==> config.mk <==
export PLATFORM = sky130hd
export DESIGN_NAME = rtc_time_set_and_round
export DESIGN_NICKNAME = d
export VERILOG_FILES = /design/src/design/rtc_pkg.sv /design/src/design/rtc_time_set_and_round.sv /design/src/design/rtc_stage_mem.sv
export SDC_FILE = /design/constraint.sdc
export NUM_CORES = 1
export LEC_CHECK = 0
export BUFFER_PORTS_ARGS = -buffer_cell sky130_fd_sc_hd__buf_2
export CORE_MARGIN = 5
export CORE_UTILIZATION = 30
export DETAILED_ROUTE_END_ITERATION = 7
export GPL_ROUTABILITY_DRIVEN = 0
export PLACE_DENSITY = 0.53
export SETUP_SLACK_MARGIN = 0.3
export SYNTH_ARGS = -nofsm -noshare
export SYNTH_HDL_FRONTEND = slang
export SYNTH_HIERARCHICAL = 1
export SYNTH_SLANG_ARGS = --single-unit
==> constraint.sdc <==
create_clock -name clk -period 3.2 [get_ports clk]
set_input_delay 0.16 -clock clk [delete_from_list [all_inputs] [get_ports clk]]
set_output_delay 0.16 -clock clk [all_outputs]
set_load 0.05 [all_outputs]
==> src/design/rtc_pkg.sv <==
package rtc_pkg;

  // ----------------------------------------------------------------
  // Word indices, as seen through the controller memory port
  // ----------------------------------------------------------------
  localparam logic [2:0] IDX_MIN_SEC = 3'h0;
  localparam logic [2:0] IDX_DAY_HOUR = 3'h1;
  localparam logic [2:0] IDX_YEAR_MONTH = 3'h2;
  localparam logic [2:0] IDX_WEEKDAY = 3'h3;
  localparam logic [2:0] IDX_COMMAND = 3'h4;

  // ----------------------------------------------------------------
  // Command word fields and reset values
  // ----------------------------------------------------------------
  localparam int CMD_LOAD_BIT = 15;
  localparam int CMD_ROUND_BIT = 0;
  localparam logic [15:0] CMD_RESET = 16'h0000;
  localparam logic [7:0] BCD_RESET = 8'h00;
  localparam logic [7:0] DAY_RESET = 8'h01;
  localparam logic [7:0] MONTH_RESET = 8'h01;
  localparam logic [15:0] WEEKDAY_RESET = 16'h0000;
  localparam logic [15:0] WEEKDAY_MAX = 16'h0006;

  // ----------------------------------------------------------------
  // Limits and timing
  // ----------------------------------------------------------------
  localparam logic [7:0] BCD_SEC_MAX = 8'h59;
  localparam logic [7:0] BCD_MIN_MAX = 8'h59;
  localparam logic [7:0] BCD_HOUR_MAX = 8'h23;
  localparam logic [7:0] BCD_MONTH_MAX = 8'h12;
  localparam logic [7:0] BCD_YEAR_MAX = 8'h99;
  localparam logic [7:0] ROUND_UP_FROM = 8'h30;
  localparam int CLK_HZ = 125_000_000;
  localparam int TICK_PERIOD_S = 1;
  localparam int TICK_CYCLES = CLK_HZ * TICK_PERIOD_S;
  localparam logic [26:0] TICK_LAST = 27'(TICK_CYCLES - 1);

  // ----------------------------------------------------------------
  // Types
  // ----------------------------------------------------------------
  typedef struct packed {
    logic [7:0] year;
    logic [7:0] month;
    logic [7:0] day;
    logic [7:0] hour;
    logic [7:0] minute;
    logic [7:0] second;
  } time_s;

  typedef struct packed {
    logic wr;
    logic rd;
    logic tool;
    logic [2:0] idx;
    logic [15:0] wdata;
  } mem_req_s;

  typedef enum logic [1:0] {
    ST_RUN = 2'b00,
    ST_LOAD = 2'b01,
    ST_ROUND = 2'b10
  } cmd_state_e;

endpackage : rtc_pkg

==> src/design/rtc_time_set_and_round.sv <==
`timescale 1ns/100ps
`default_nettype none
//
// Behaviour
// - Weekday word holds only what software writes; never advanced; any 16-bit value kept, even above 6.
// - Minute and second are two-digit BCD bytes sharing one 16-bit word.
// - Command write with top bit set loads running clock from staged words.
// - After a time load the whole command word clears to zero.
// - Command write with bottom bit set and top bit clear rounds running time to zero seconds.
// - Seconds 0-29 drop to zero; 30-59 zero and advance minute with carry.
// - After rounding the command word clears to zero.
// - Tool-path writes to time words apply directly, no command needed.
// - Clock keeps full calendar, counts correctly with leap years through 2099.
module rtc_time_set_and_round
  import rtc_pkg::*;
(
  input wire logic clk,
  input wire logic rst_b,
  input wire mem_req_s req,
  output logic [15:0] rdata,
  output logic rvalid,
  output logic [15:0] minute_second_word,
  output logic [15:0] day_hour_word,
  output logic [15:0] year_month_word,
  output logic [15:0] weekday_value,
  output logic cmd_busy
);

  // ----------------------------------------------------------------
  // BCD helpers
  // ----------------------------------------------------------------
  function automatic logic [7:0] bcd_inc(input logic [7:0] v);
    if (v[3:0] == 4'h9) begin
      return {4'(v[7:4] + 4'h1), 4'h0};
    end
    return {v[7:4], 4'(v[3:0] + 4'h1)};
  endfunction : bcd_inc

  function automatic logic [7:0] days_in_month(input logic [7:0] m, input logic [7:0] y);
    logic leap;
    leap = 1'b0;
    // BCD year is a multiple of four when tens parity and units agree
    leap = (y[4] == 1'b0) ? (y[3:0] == 4'h0 || y[3:0] == 4'h4 || y[3:0] == 4'h8)
                          : (y[3:0] == 4'h2 || y[3:0] == 4'h6);
    case (m)
      8'h02: days_in_month = leap ? 8'h29 : 8'h28;
      8'h04, 8'h06, 8'h09, 8'h11: days_in_month = 8'h30;
      default: days_in_month = 8'h31;
    endcase
  endfunction : days_in_month

  // Advance from the minute field upward, seconds left for the caller to set
  function automatic time_s carry_minute(input time_s t);
    time_s r;
    r = t;
    if (t.minute != BCD_MIN_MAX) begin
      r.minute = bcd_inc(t.minute);
      return r;
    end
    r.minute = BCD_RESET;
    if (t.hour != BCD_HOUR_MAX) begin
      r.hour = bcd_inc(t.hour);
      return r;
    end
    r.hour = BCD_RESET;
    if (t.day != days_in_month(t.month, t.year)) begin
      r.day = bcd_inc(t.day);
      return r;
    end
    r.day = DAY_RESET;
    if (t.month != BCD_MONTH_MAX) begin
      r.month = bcd_inc(t.month);
      return r;
    end
    r.month = MONTH_RESET;
    r.year = (t.year == BCD_YEAR_MAX) ? BCD_RESET : bcd_inc(t.year);
    return r;
  endfunction : carry_minute

  // ----------------------------------------------------------------
  // Staged holding words
  // ----------------------------------------------------------------
  logic stage_wr;
  logic [63:0] stage_all;
  logic is_cmd_idx;

  assign is_cmd_idx = (req.idx == IDX_COMMAND);
  assign stage_wr = req.wr && !is_cmd_idx && (req.idx <= IDX_WEEKDAY);

  rtc_stage_mem u_stage (
    .clk(clk),
    .rst_b(rst_b),
    .wr_en(stage_wr),
    .wr_idx(req.idx[1:0]),
    .wr_data(req.wdata),
    .rd_idx(req.idx[1:0]),
    .rd_data(),
    .all_words(stage_all)
  );

  time_s staged;
  assign staged = '{year: stage_all[47:40], month: stage_all[39:32], day: stage_all[31:24],
                    hour: stage_all[23:16], minute: stage_all[15:8], second: stage_all[7:0]};

  // ----------------------------------------------------------------
  // Running clock and command word
  // ----------------------------------------------------------------
  time_s now_q, now_d;
  logic [15:0] weekday_q, weekday_d;
  logic [15:0] cmd_q, cmd_d;
  cmd_state_e st_q, st_d;
  logic [26:0] tick_q, tick_d;
  logic tool_pend_q, tool_pend_d;
  logic [2:0] rd_idx_q, rd_idx_d;
  logic rd_pend_q, rd_pend_d;
  logic [15:0] rdata_q, rdata_d;
  logic rvalid_q, rvalid_d;
  logic tick;

  assign tick = (tick_q == TICK_LAST);

  always_comb begin
    now_d = now_q;
    weekday_d = weekday_q;
    cmd_d = cmd_q;
    st_d = st_q;
    tick_d = tick ? 27'h0 : 27'(tick_q + 27'h1);
    tool_pend_d = 1'b0;
    rd_pend_d = req.rd;
    rd_idx_d = req.idx;
    rdata_d = rdata_q;
    rvalid_d = rd_pend_q;

    if (tick) begin
      if (now_q.second == BCD_SEC_MAX) begin
        now_d = carry_minute(now_q);
        now_d.second = BCD_RESET;
      end else begin
        now_d.second = bcd_inc(now_q.second);
      end
    end

    // Weekday is software-owned; out-of-range writes are kept as-is
    if (req.wr && req.idx == IDX_WEEKDAY) begin
      weekday_d = req.wdata;
    end

    // Tool writes commit one cycle later, once the staged word has landed
    if (stage_wr && req.tool) begin
      tool_pend_d = 1'b1;
    end
    if (tool_pend_q) begin
      now_d = staged;
      tick_d = 27'h0;
    end

    case (st_q)
      ST_RUN: begin
        if (req.wr && is_cmd_idx) begin
          cmd_d = req.wdata;
          if (req.wdata[CMD_LOAD_BIT]) begin
            st_d = ST_LOAD;
          end else if (req.wdata[CMD_ROUND_BIT]) begin
            st_d = ST_ROUND;
          end
        end
      end
      ST_LOAD: begin
        now_d = staged;
        tick_d = 27'h0;
        cmd_d = CMD_RESET;
        st_d = ST_RUN;
      end
      ST_ROUND: begin
        if (now_q.second >= ROUND_UP_FROM) begin
          now_d = carry_minute(now_q);
        end
        now_d.second = BCD_RESET;
        tick_d = 27'h0;
        cmd_d = CMD_RESET;
        st_d = ST_RUN;
      end
      default: begin
        st_d = ST_RUN;
        cmd_d = CMD_RESET;
      end
    endcase

    if (rd_pend_q) begin
      case (rd_idx_q)
        IDX_MIN_SEC: rdata_d = {now_q.minute, now_q.second};
        IDX_DAY_HOUR: rdata_d = {now_q.day, now_q.hour};
        IDX_YEAR_MONTH: rdata_d = {now_q.year, now_q.month};
        IDX_WEEKDAY: rdata_d = weekday_q;
        IDX_COMMAND: rdata_d = cmd_q;
        default: rdata_d = 16'h0000;
      endcase
    end
  end

  always_ff @(posedge clk or negedge rst_b) begin
    if (!rst_b) begin
      now_q <= '{year: BCD_RESET, month: MONTH_RESET, day: DAY_RESET,
                 hour: BCD_RESET, minute: BCD_RESET, second: BCD_RESET};
      weekday_q <= WEEKDAY_RESET;
      cmd_q <= CMD_RESET;
      st_q <= ST_RUN;
      tick_q <= 27'h0;
      tool_pend_q <= 1'b0;
      rd_pend_q <= 1'b0;
      rd_idx_q <= 3'h0;
      rdata_q <= 16'h0000;
      rvalid_q <= 1'b0;
    end else begin
      now_q <= now_d;
      weekday_q <= weekday_d;
      cmd_q <= cmd_d;
      st_q <= st_d;
      tick_q <= tick_d;
      tool_pend_q <= tool_pend_d;
      rd_pend_q <= rd_pend_d;
      rd_idx_q <= rd_idx_d;
      rdata_q <= rdata_d;
      rvalid_q <= rvalid_d;
    end
  end

  // ----------------------------------------------------------------
  // Outputs
  // ----------------------------------------------------------------
  logic [15:0] ms_q, dh_q, ym_q, wd_q;
  logic busy_q;

  always_ff @(posedge clk or negedge rst_b) begin
    if (!rst_b) begin
      ms_q <= 16'h0000;
      dh_q <= 16'h0000;
      ym_q <= 16'h0000;
      wd_q <= 16'h0000;
      busy_q <= 1'b0;
    end else begin
      ms_q <= {now_d.minute, now_d.second};
      dh_q <= {now_d.day, now_d.hour};
      ym_q <= {now_d.year, now_d.month};
      wd_q <= weekday_d;
      busy_q <= (st_d != ST_RUN);
    end
  end

  assign minute_second_word = ms_q;
  assign day_hour_word = dh_q;
  assign year_month_word = ym_q;
  assign weekday_value = wd_q;
  assign cmd_busy = busy_q;
  assign rdata = rdata_q;
  assign rvalid = rvalid_q;

endmodule : rtc_time_set_and_round
`default_nettype wire

==> src/design/rtc_stage_mem.sv <==
`timescale 1ns/100ps
`default_nettype none
// Holding words for the staged time; read data comes out of a register
module rtc_stage_mem
  import rtc_pkg::*;
(
  input wire logic clk,
  input wire logic rst_b,
  input wire logic wr_en,
  input wire logic [1:0] wr_idx,
  input wire logic [15:0] wr_data,
  input wire logic [1:0] rd_idx,
  output logic [15:0] rd_data,
  output logic [63:0] all_words
);

  logic [15:0] mem_q [4];
  logic [15:0] mem_d [4];
  logic [15:0] rd_d;
  logic [15:0] rd_q;

  always_comb begin
    for (int i = 0; i < 4; i++) begin
      mem_d[i] = mem_q[i];
    end
    if (wr_en) begin
      mem_d[wr_idx] = wr_data;
    end
    rd_d = mem_q[rd_idx];
  end

  always_ff @(posedge clk or negedge rst_b) begin
    if (!rst_b) begin
      mem_q[0] <= {BCD_RESET, BCD_RESET};
      mem_q[1] <= {DAY_RESET, BCD_RESET};
      mem_q[2] <= {BCD_RESET, MONTH_RESET};
      mem_q[3] <= WEEKDAY_RESET;
      rd_q <= 16'h0000;
    end else begin
      for (int i = 0; i < 4; i++) begin
        mem_q[i] <= mem_d[i];
      end
      rd_q <= rd_d;
    end
  end

  assign rd_data = rd_q;
  assign all_words = {mem_q[3], mem_q[2], mem_q[1], mem_q[0]};

endmodule : rtc_stage_mem
`default_nettype wire

# == Word level (Yosys, flattened, before mapping) ==
# Index checks and enable logic that the tools add are counted.
# totals
output_inout_bits,82
ff_bits,244
in_bits,24
# op_classes
n_reduce_logical,16
n_eq_ne,32
bitwise_logic,1
n_mux,154
order_cmp,4
add_sub_neg,13
# ops
operator,n
48-bit two-way mux,21
8-bit two-way mux,28
48-bit one-hot mux with 2 select lines,1
1-bit two-way mux,89
27-bit two-way mux,3
16-bit one-hot mux with 5 select lines,1
64-bit bitwise mux,1
4-bit by 1-bit adder with 4-bit output (second input constant),12
16-bit two-way mux,3
40-bit two-way mux,1
16-bit demux with 2-bit select,1
4-bit equality test (second input constant),7
27-bit by 1-bit adder with 27-bit output (second input constant),1
27-bit equality test (second input constant),1
8-bit by 3-bit equality test with 1-bit output (second input constant),2
8-bit != test,2
5-bit one-hot mux with 2 select lines,1
3-bit by 2-bit equality test with 1-bit output (second input constant),3
4-bit by 3-bit equality test with 1-bit output (second input constant),2
8-bit by 2-bit equality test with 1-bit output (second input constant),1
8-bit by 4-bit equality test with 1-bit output (second input constant),1
8-bit by 5-bit equality test with 1-bit output (second input constant),1
8-bit by 7-bit equality test with 1-bit output (second input constant),1
8-bit equality test (second input constant),1
24 further kinds,35

# == Depth between registers and ports, before layout ==
# Gate-level depths: netlist of the first run.
# depth
ltp_word,39
depth_mapped,11
depth_no_buf,10

# == Cells and area by module ==
# Netlist of the first run, hierarchy kept.
# modules_own_cells
module,n_inst,seq_area_each_um2,area_each_um2,cells_per_inst
rtc_time_set_and_round,1,3355.7,8807.2,1024
rtc_stage_mem,1,2004.4,3195.6,172

# == Worst setup path before layout of the first run ==
# OpenSTA, ideal clock, no wires.
# synth_timing
path_type,flip-flop to flip-flop
start,"register, netlist name year_month_word[3]"
end,"register ym_q[12], in the netlist year_month_word[12]"
setup_time_ps,121
required_time_ps,3079
slack_ps,701
arrival_time_ps,2378
path_stages_with_launch,10
period_less_slack_ps,2499
path_buffers,1
path_cell_list,dfrtp_1 -> nor4b_2 -> nand3_1 -> or3b_4 -> a2111oi_4 -> o21a_4 -> buf_6 -> a31o_1 -> o31ai_1 -> a32o_2
# synth_lines
element,line,text
to (signal assigned),rtc_time_set_and_round.sv:244,"ym_q <= {now_d.year, now_d.month};"
to (decl),rtc_time_set_and_round.sv:231,"logic [15:0] ms_q, dh_q, ym_q, wd_q;"

==> results of run 1 <==
## timing repair
item / 4_1_cts / 5_1_grt
resized for setup: 0 / 8
hold buffers: 6 / 0
endpoints found under the setup margin: 0 / 13
endpoints found under the hold margin: 92 / 0
## per-layer routing
layer,up-vias,global-route usage,part of all wire
li1,4166,-,-
met1,4596,0.271,0.47
met2,315,0.280,0.44
met3,42,0.0417,0.072
met4,0,0.0469,0.018
met5,-,0,0
## state kept, by name, summed over array words and instances (netlist names), 4 cells and up
| signal | flops |
|---|---|
| u_stage/all_words | 48 |
| tick_q | 27 |
| cmd_q | 16 |
| minute_second_word | 16 |
| rdata | 16 |
| weekday_value | 16 |
| day_hour_word | 15 |
| year_month_word | 15 |
| now_q | 4 |
## tightest hold or removal path, stage by stage
cell and delay, ps:
buf_2 150, nand2_1 60, a21boi_0 70
## through the flow
| step | total power, W | cell area, um^2 | hold WS [ps] | util | instances |
|---|---|---|---|---|---|
| 2_1_floorplan | 0.00634 | 10600 | -136 | - | 1126 |
| 3_3_place_gp | 0.00749 | 11500 | 270 | 0.327 | 1626 |
| 3_5_place_dp | 0.00754 | 11500 | 272 | 0.327 | 1626 |
| 4_1_cts | 0.0100 | 12300 | 23.5 | 0.348 | 1664 |
| 5_1_grt | 0.0106 | 12300 | 43.9 | 0.349 | 1666 |
| 6_report | 0.0100 | 12300 | 39.8 | 0.349 | 1666 |
## worst max-delay path by stage
stage	slack, ps	to	start
6_report	460	year_month_word[9]	tick_q[0]
3_5_place_dp	390	year_month_word[3]	day_hour_word[7]
3_3_place_gp	450	year_month_word[3]	day_hour_word[7]
5_1_grt	280	year_month_word[9]	tick_q[0]
2_1_floorplan	700	year_month_word[12]	year_month_word[3]
4_1_cts	370	year_month_word[3]	day_hour_word[7]
## placed cells by master (no fill, tap or decap), drive strengths merged, types with 27 or more instances in the layout
| cell | count |
|---|---|
| buf | 154 |
| nor2 | 78 |
| nor3 | 27 |
| o21ai | 81 |
| nand3 | 35 |
| a21oi | 42 |
| a22oi | 50 |
| nand2 | 116 |
| dfrtp | 178 |
| o22ai | 27 |
| mux2 | 74 |
| inv | 46 |
## power breakdown
part / internal [W] / switching [W] / leakage [nW]
Clock: 0.00150 / 0.000982 / 0.334
Sequential: 0.00283 / 0.000648 / 2.34
Combinational: 0.00133 / 0.00273 / 2.67
Total: 0.00566 / 0.00436 / 5.34
## cell type report
| cell class | instances | area, um^2 |
|---|---|---|
| Inverter | 43 | 161 |
| Clock buffer | 19 | 443 |
| Multi-Input combinational cell | 787 | 5310 |
| Tap cell | 461 | 577 |
| Fill cell | 3626 | 22900 |
| Timing Repair Buffer | 161 | 995 |
| Sequential cell | 182 | 4560 |
| Clock inverter | 13 | 240 |
==> metrics.txt, run 1 <==
status completed; Die Area 39300 um^2; ANT nets after route 0; instance count on the critical path 10; setup ws final roughly 460 ps; Core ar. 35200 um^2; crit share post-route 0.858; dpl hpwl about 26 mm; Final Critical Period roughly 2700 ps; Clock Skew 16.3 ps; worst reg-to-reg setup slack 460 ps; Rows 69; DR WL/cell 22.2 um; Worst Setup End Kind register; Worst Hold Launch req[3]; antenna diode count 0; vias in the first global route between 8000 and 9000; Crit path top cell by count nand2_1; Via density 5.47; Hold Path Stages 3; final net count 1241; Mapped Area ~11000 um^2; H-tree levels 4; Port-buffer cells 105; first-pass GRT wire length around 56 mm; CP max stage cell a2111oi_0; CTS Buffer Depth 2; Root Buffer clkbuf_16; Syn Inst Count 1126; max-cap viol count 0; Iter 0 DRT Violations 813; reg2reg start tick_q[0]; initial antenna violation count 0; worst skew pair latency about 440 ps; worst-margin pin slew 1050 ps; final hold vios 0; yosys warns 6; Crit path max-delay family simple AND/OR/NAND/NOR gates; CTS Buf Count 17; largest net degree at the start of global routing between 90 and 100; Peak VDD IR between 0.4 and 0.5 mV; crit path kind register to register; RSZ-0062 raised after global routing true; Starting Density 0.302; Largest stage delay, worst path 460 ps; Syn Nets 1175; Hold Path End cmd_q[3]; Setup TNS 0 ps; Post-CTS Setup Repair Bufs 0; total track usage 0.186; Worst slew margin 0.299; CP Launch Type register; Reg clk slew, reported paths approximately 80 ps; crit path buf inv count 1; Worst EP required ~3600 ps; Area Overhead vs Synth 15.6%; PD cells 816 nW/um^2; die width 198 um; worst path cell trace ha_1, nand2_1, nor4_1, buf_4, nand4_1, nand2_1, o21ai_0, a2111oi_0, nand2_1, nand3_1; grt ovf 0; CP Data Arrival Time 3130 ps; fraction of layout cells with a size suffix above 1 0.239; leakage power 5.34 nW; drt drc 0; fin. max-slew vios 0; WL final 37.0 mm; total clock sinks 182; hold crit path type input pin to register; die span in y 198 um; I/O pin cnt 106; vias 9119; FF-to-FF path depth 10; FF-to-FF End year_month_word[9]; pre-CTS worst setup slack just under 400 ps; TritonRoute pass-1 iters 5; syn_area_per_cell 9.44 um^2; largest fanout on the critical path 7; CTS tree built; final setup fails 0; Achievable Freq 364 MHz
No activity file was read; power rests on OpenSTA's default activity.
==> run 2: changes to the inputs <==
SYNTH_HIERARCHICAL = not set   (was 1)
==> metrics.txt, run 2 <==
status completed; final net count about 1200; worst-margin pin slew around 1000 ps; most used flip-flop cell after synthesis dfrtp_1; multi-input logic area about 5200 um^2; Mapped Area 10500 um^2; CTS tree built; Worst Setup End Kind register; CTS Buffer Depth 2; EDFF count, synth 0; most common cell after layout, fill and taps aside dfrtp_1; CTS Buf Count 17; die width 197 um; largest net degree at the start of global routing 105; Hold Slack 49.0 ps; PD cells 870 nW/um^2; total clock sinks approximately 180; worst skew pair latency roughly 440 ps; CP max stage cell or4_4; Total Power 0.0104 W; Root Buffer clkbuf_16; crit path buf inv count 0; CP Data Arrival Time 3100 ps; Syn Inst Count roughly 1100; Iter 0 DRT Violations 895; Distinct cells, synth slightly above 80; max-cap viol count 0; RSZ-0062 raised after global routing true; ANT nets after route 0; Achievable Freq around 360 MHz; Area Overhead vs Synth 14.2%; most frequent cells in the layout dfrtp_1, nand2_1, buf_2; Crit path max-delay family simple AND/OR/NAND/NOR gates; Syn Nets around 1100; fin. max-slew vios 0; Setup TNS 0 ps; vias 8752; Synth top cells by count dfrtp_1, nand2_1, nor2_1; Final Critical Period 2780 ps; Port-buffer cells 105; Rows roughly 70; dpl hpwl 25.0 mm; Via density 5.40; Worst EP required 3530 ps; syn_area_per_cell 9.62 um^2; Reg clk slew, reported paths 80 ps; crit share post-route 0.868; grt ovf 0; Largest stage delay, worst path 580 ps; TritonRoute pass-1 iters 5; fraction of layout cells with a size suffix above 1 0.241; Die Area about 39000 um^2; drt drc 0; worst path cell trace or4_4, or4_4, a211oi_1, mux2i_1, or3_1, o2111ai_1, nand2_1; largest cells by area after synthesis dfrtp_1, mux2_2, nand2_1, buf_4, a22oi_1; FILL cells between 3000 and 4000; crit path kind register to register; Post-synth ARST share 1.00; first-pass GRT wire length 53.3 mm; largest fanout on the critical path 9; Core ar. 34500 um^2; final core occ 0.346; Yosys reg bits 182; most frequent cell after synthesis dfrtp_1; final hold vios 0; Cells after DPL 1580; Starting Density 0.303; CP Launch Type register; Synth top area share 0.425; Crit path top cell by count or4_4; Peak VDD IR 0.400 mV; die span in y 197 um; max FFs per register 48; yosys warns 0; Worst slew margin 0.299; DR WL/cell between 20 and 25 um; Cell Count, Final, Fillers Out 1620; H-tree levels 4; WL final 34.8 mm; vias in the first global route 8538; final setup fails 0; leakage power 5.15 nW; Reg area 4560 um^2; hold crit path type input pin to register; area leader, netlist dfrtp_1; initial antenna violation count 5; proportion of synthesized chip area in sequential cells 0.435; Post-CTS Setup Repair Bufs 0; total track usage 0.177; Clock Skew 14.1 ps; I/O pin cnt 106
==> run 2: worst paths after layout <==
path	from	endpoint	slack (ps)	depth (start not counted)
min reg2reg	u_stage.all_words[8]	minute_second_word[8]	470	2
max	day_hour_word[7]	now_q[47]	420	7
max in group asynchronous	rst_b	day_hour_word[0]	1820	3
min in group asynchronous	rst_b	rdata[11]	420	2
max reg2reg	day_hour_word[7]	now_q[47]	420	7
min	req[11]	cmd_q[11]	50	3
==> run 2: cell families (layout without fill, tap and decap cells) <==
logic type,count (synthesis),in the layout,synth area share
AND/OR/NAND/NOR,339,339,0.162
AO/OA/AOI/OAI,282,282,0.190
flip-flops,182,182,0.435
buffers and inverters,154,228,0.0748
multiplexers,76,77,0.0828
XOR/XNOR,33,33,0.0276
adder cells (fa/ha/maj),23,23,0.0275
other,0,1,0
==> run 2: worst register-to-register path: stages (launching register included) <==
cell       delay (ps)
dfrtp_1           460
or4_4             580
or4_4             530
a211oi_1          260
mux2i_1           240
or3_1             420
o2111ai_1         110
nand2_1            70
==> run 2: where the power goes <==
group	switching (W)	internal [W]
sequential	0.000719	0.00287
combinational	0.00312	0.00156
clock	0.00102	0.00112
==> run 2: what timing repair did <==
| item | CTS | global route |
|---|---|---|
| gates resized for setup | 0 | 5 |
| hold endpoints to repair | 105 | 0 |
| hold buffers | 6 | 0 |
| endpoints found under the setup margin | 0 | 9 |
==> run 2: layer usage <==
layer / track usage / vias to the layer above / share of wire
li1: - / 4010 / -
met1: 0.260 / 4408 / 0.47
met2: 0.272 / 291 / 0.45
met3: 0.0366 / 41 / 0.065
met4: 0.0316 / 2 / 0.013
met5: 0 / - / 0.00057
==> run 2: cell type report <==
type	count	share of cell area
Inverter	44	0.0138
Sequential cell	182	0.381
Clock inverter	13	0.0114
Timing Repair Buffer	152	0.0765
Clock buffer	19	0.0370
Multi-Input combinational cell	754	0.432
Tap cell	455	0.0476
Antenna cell	1	0.000209
==> run 2: per-stage QoR <==
stage,setup slack (ps),instance area [um^2]
finish,422,12000
global route,298,12000
CTS,423,11900
detailed placement,453,11300
global placement,501,11300
floorplan,632,10500
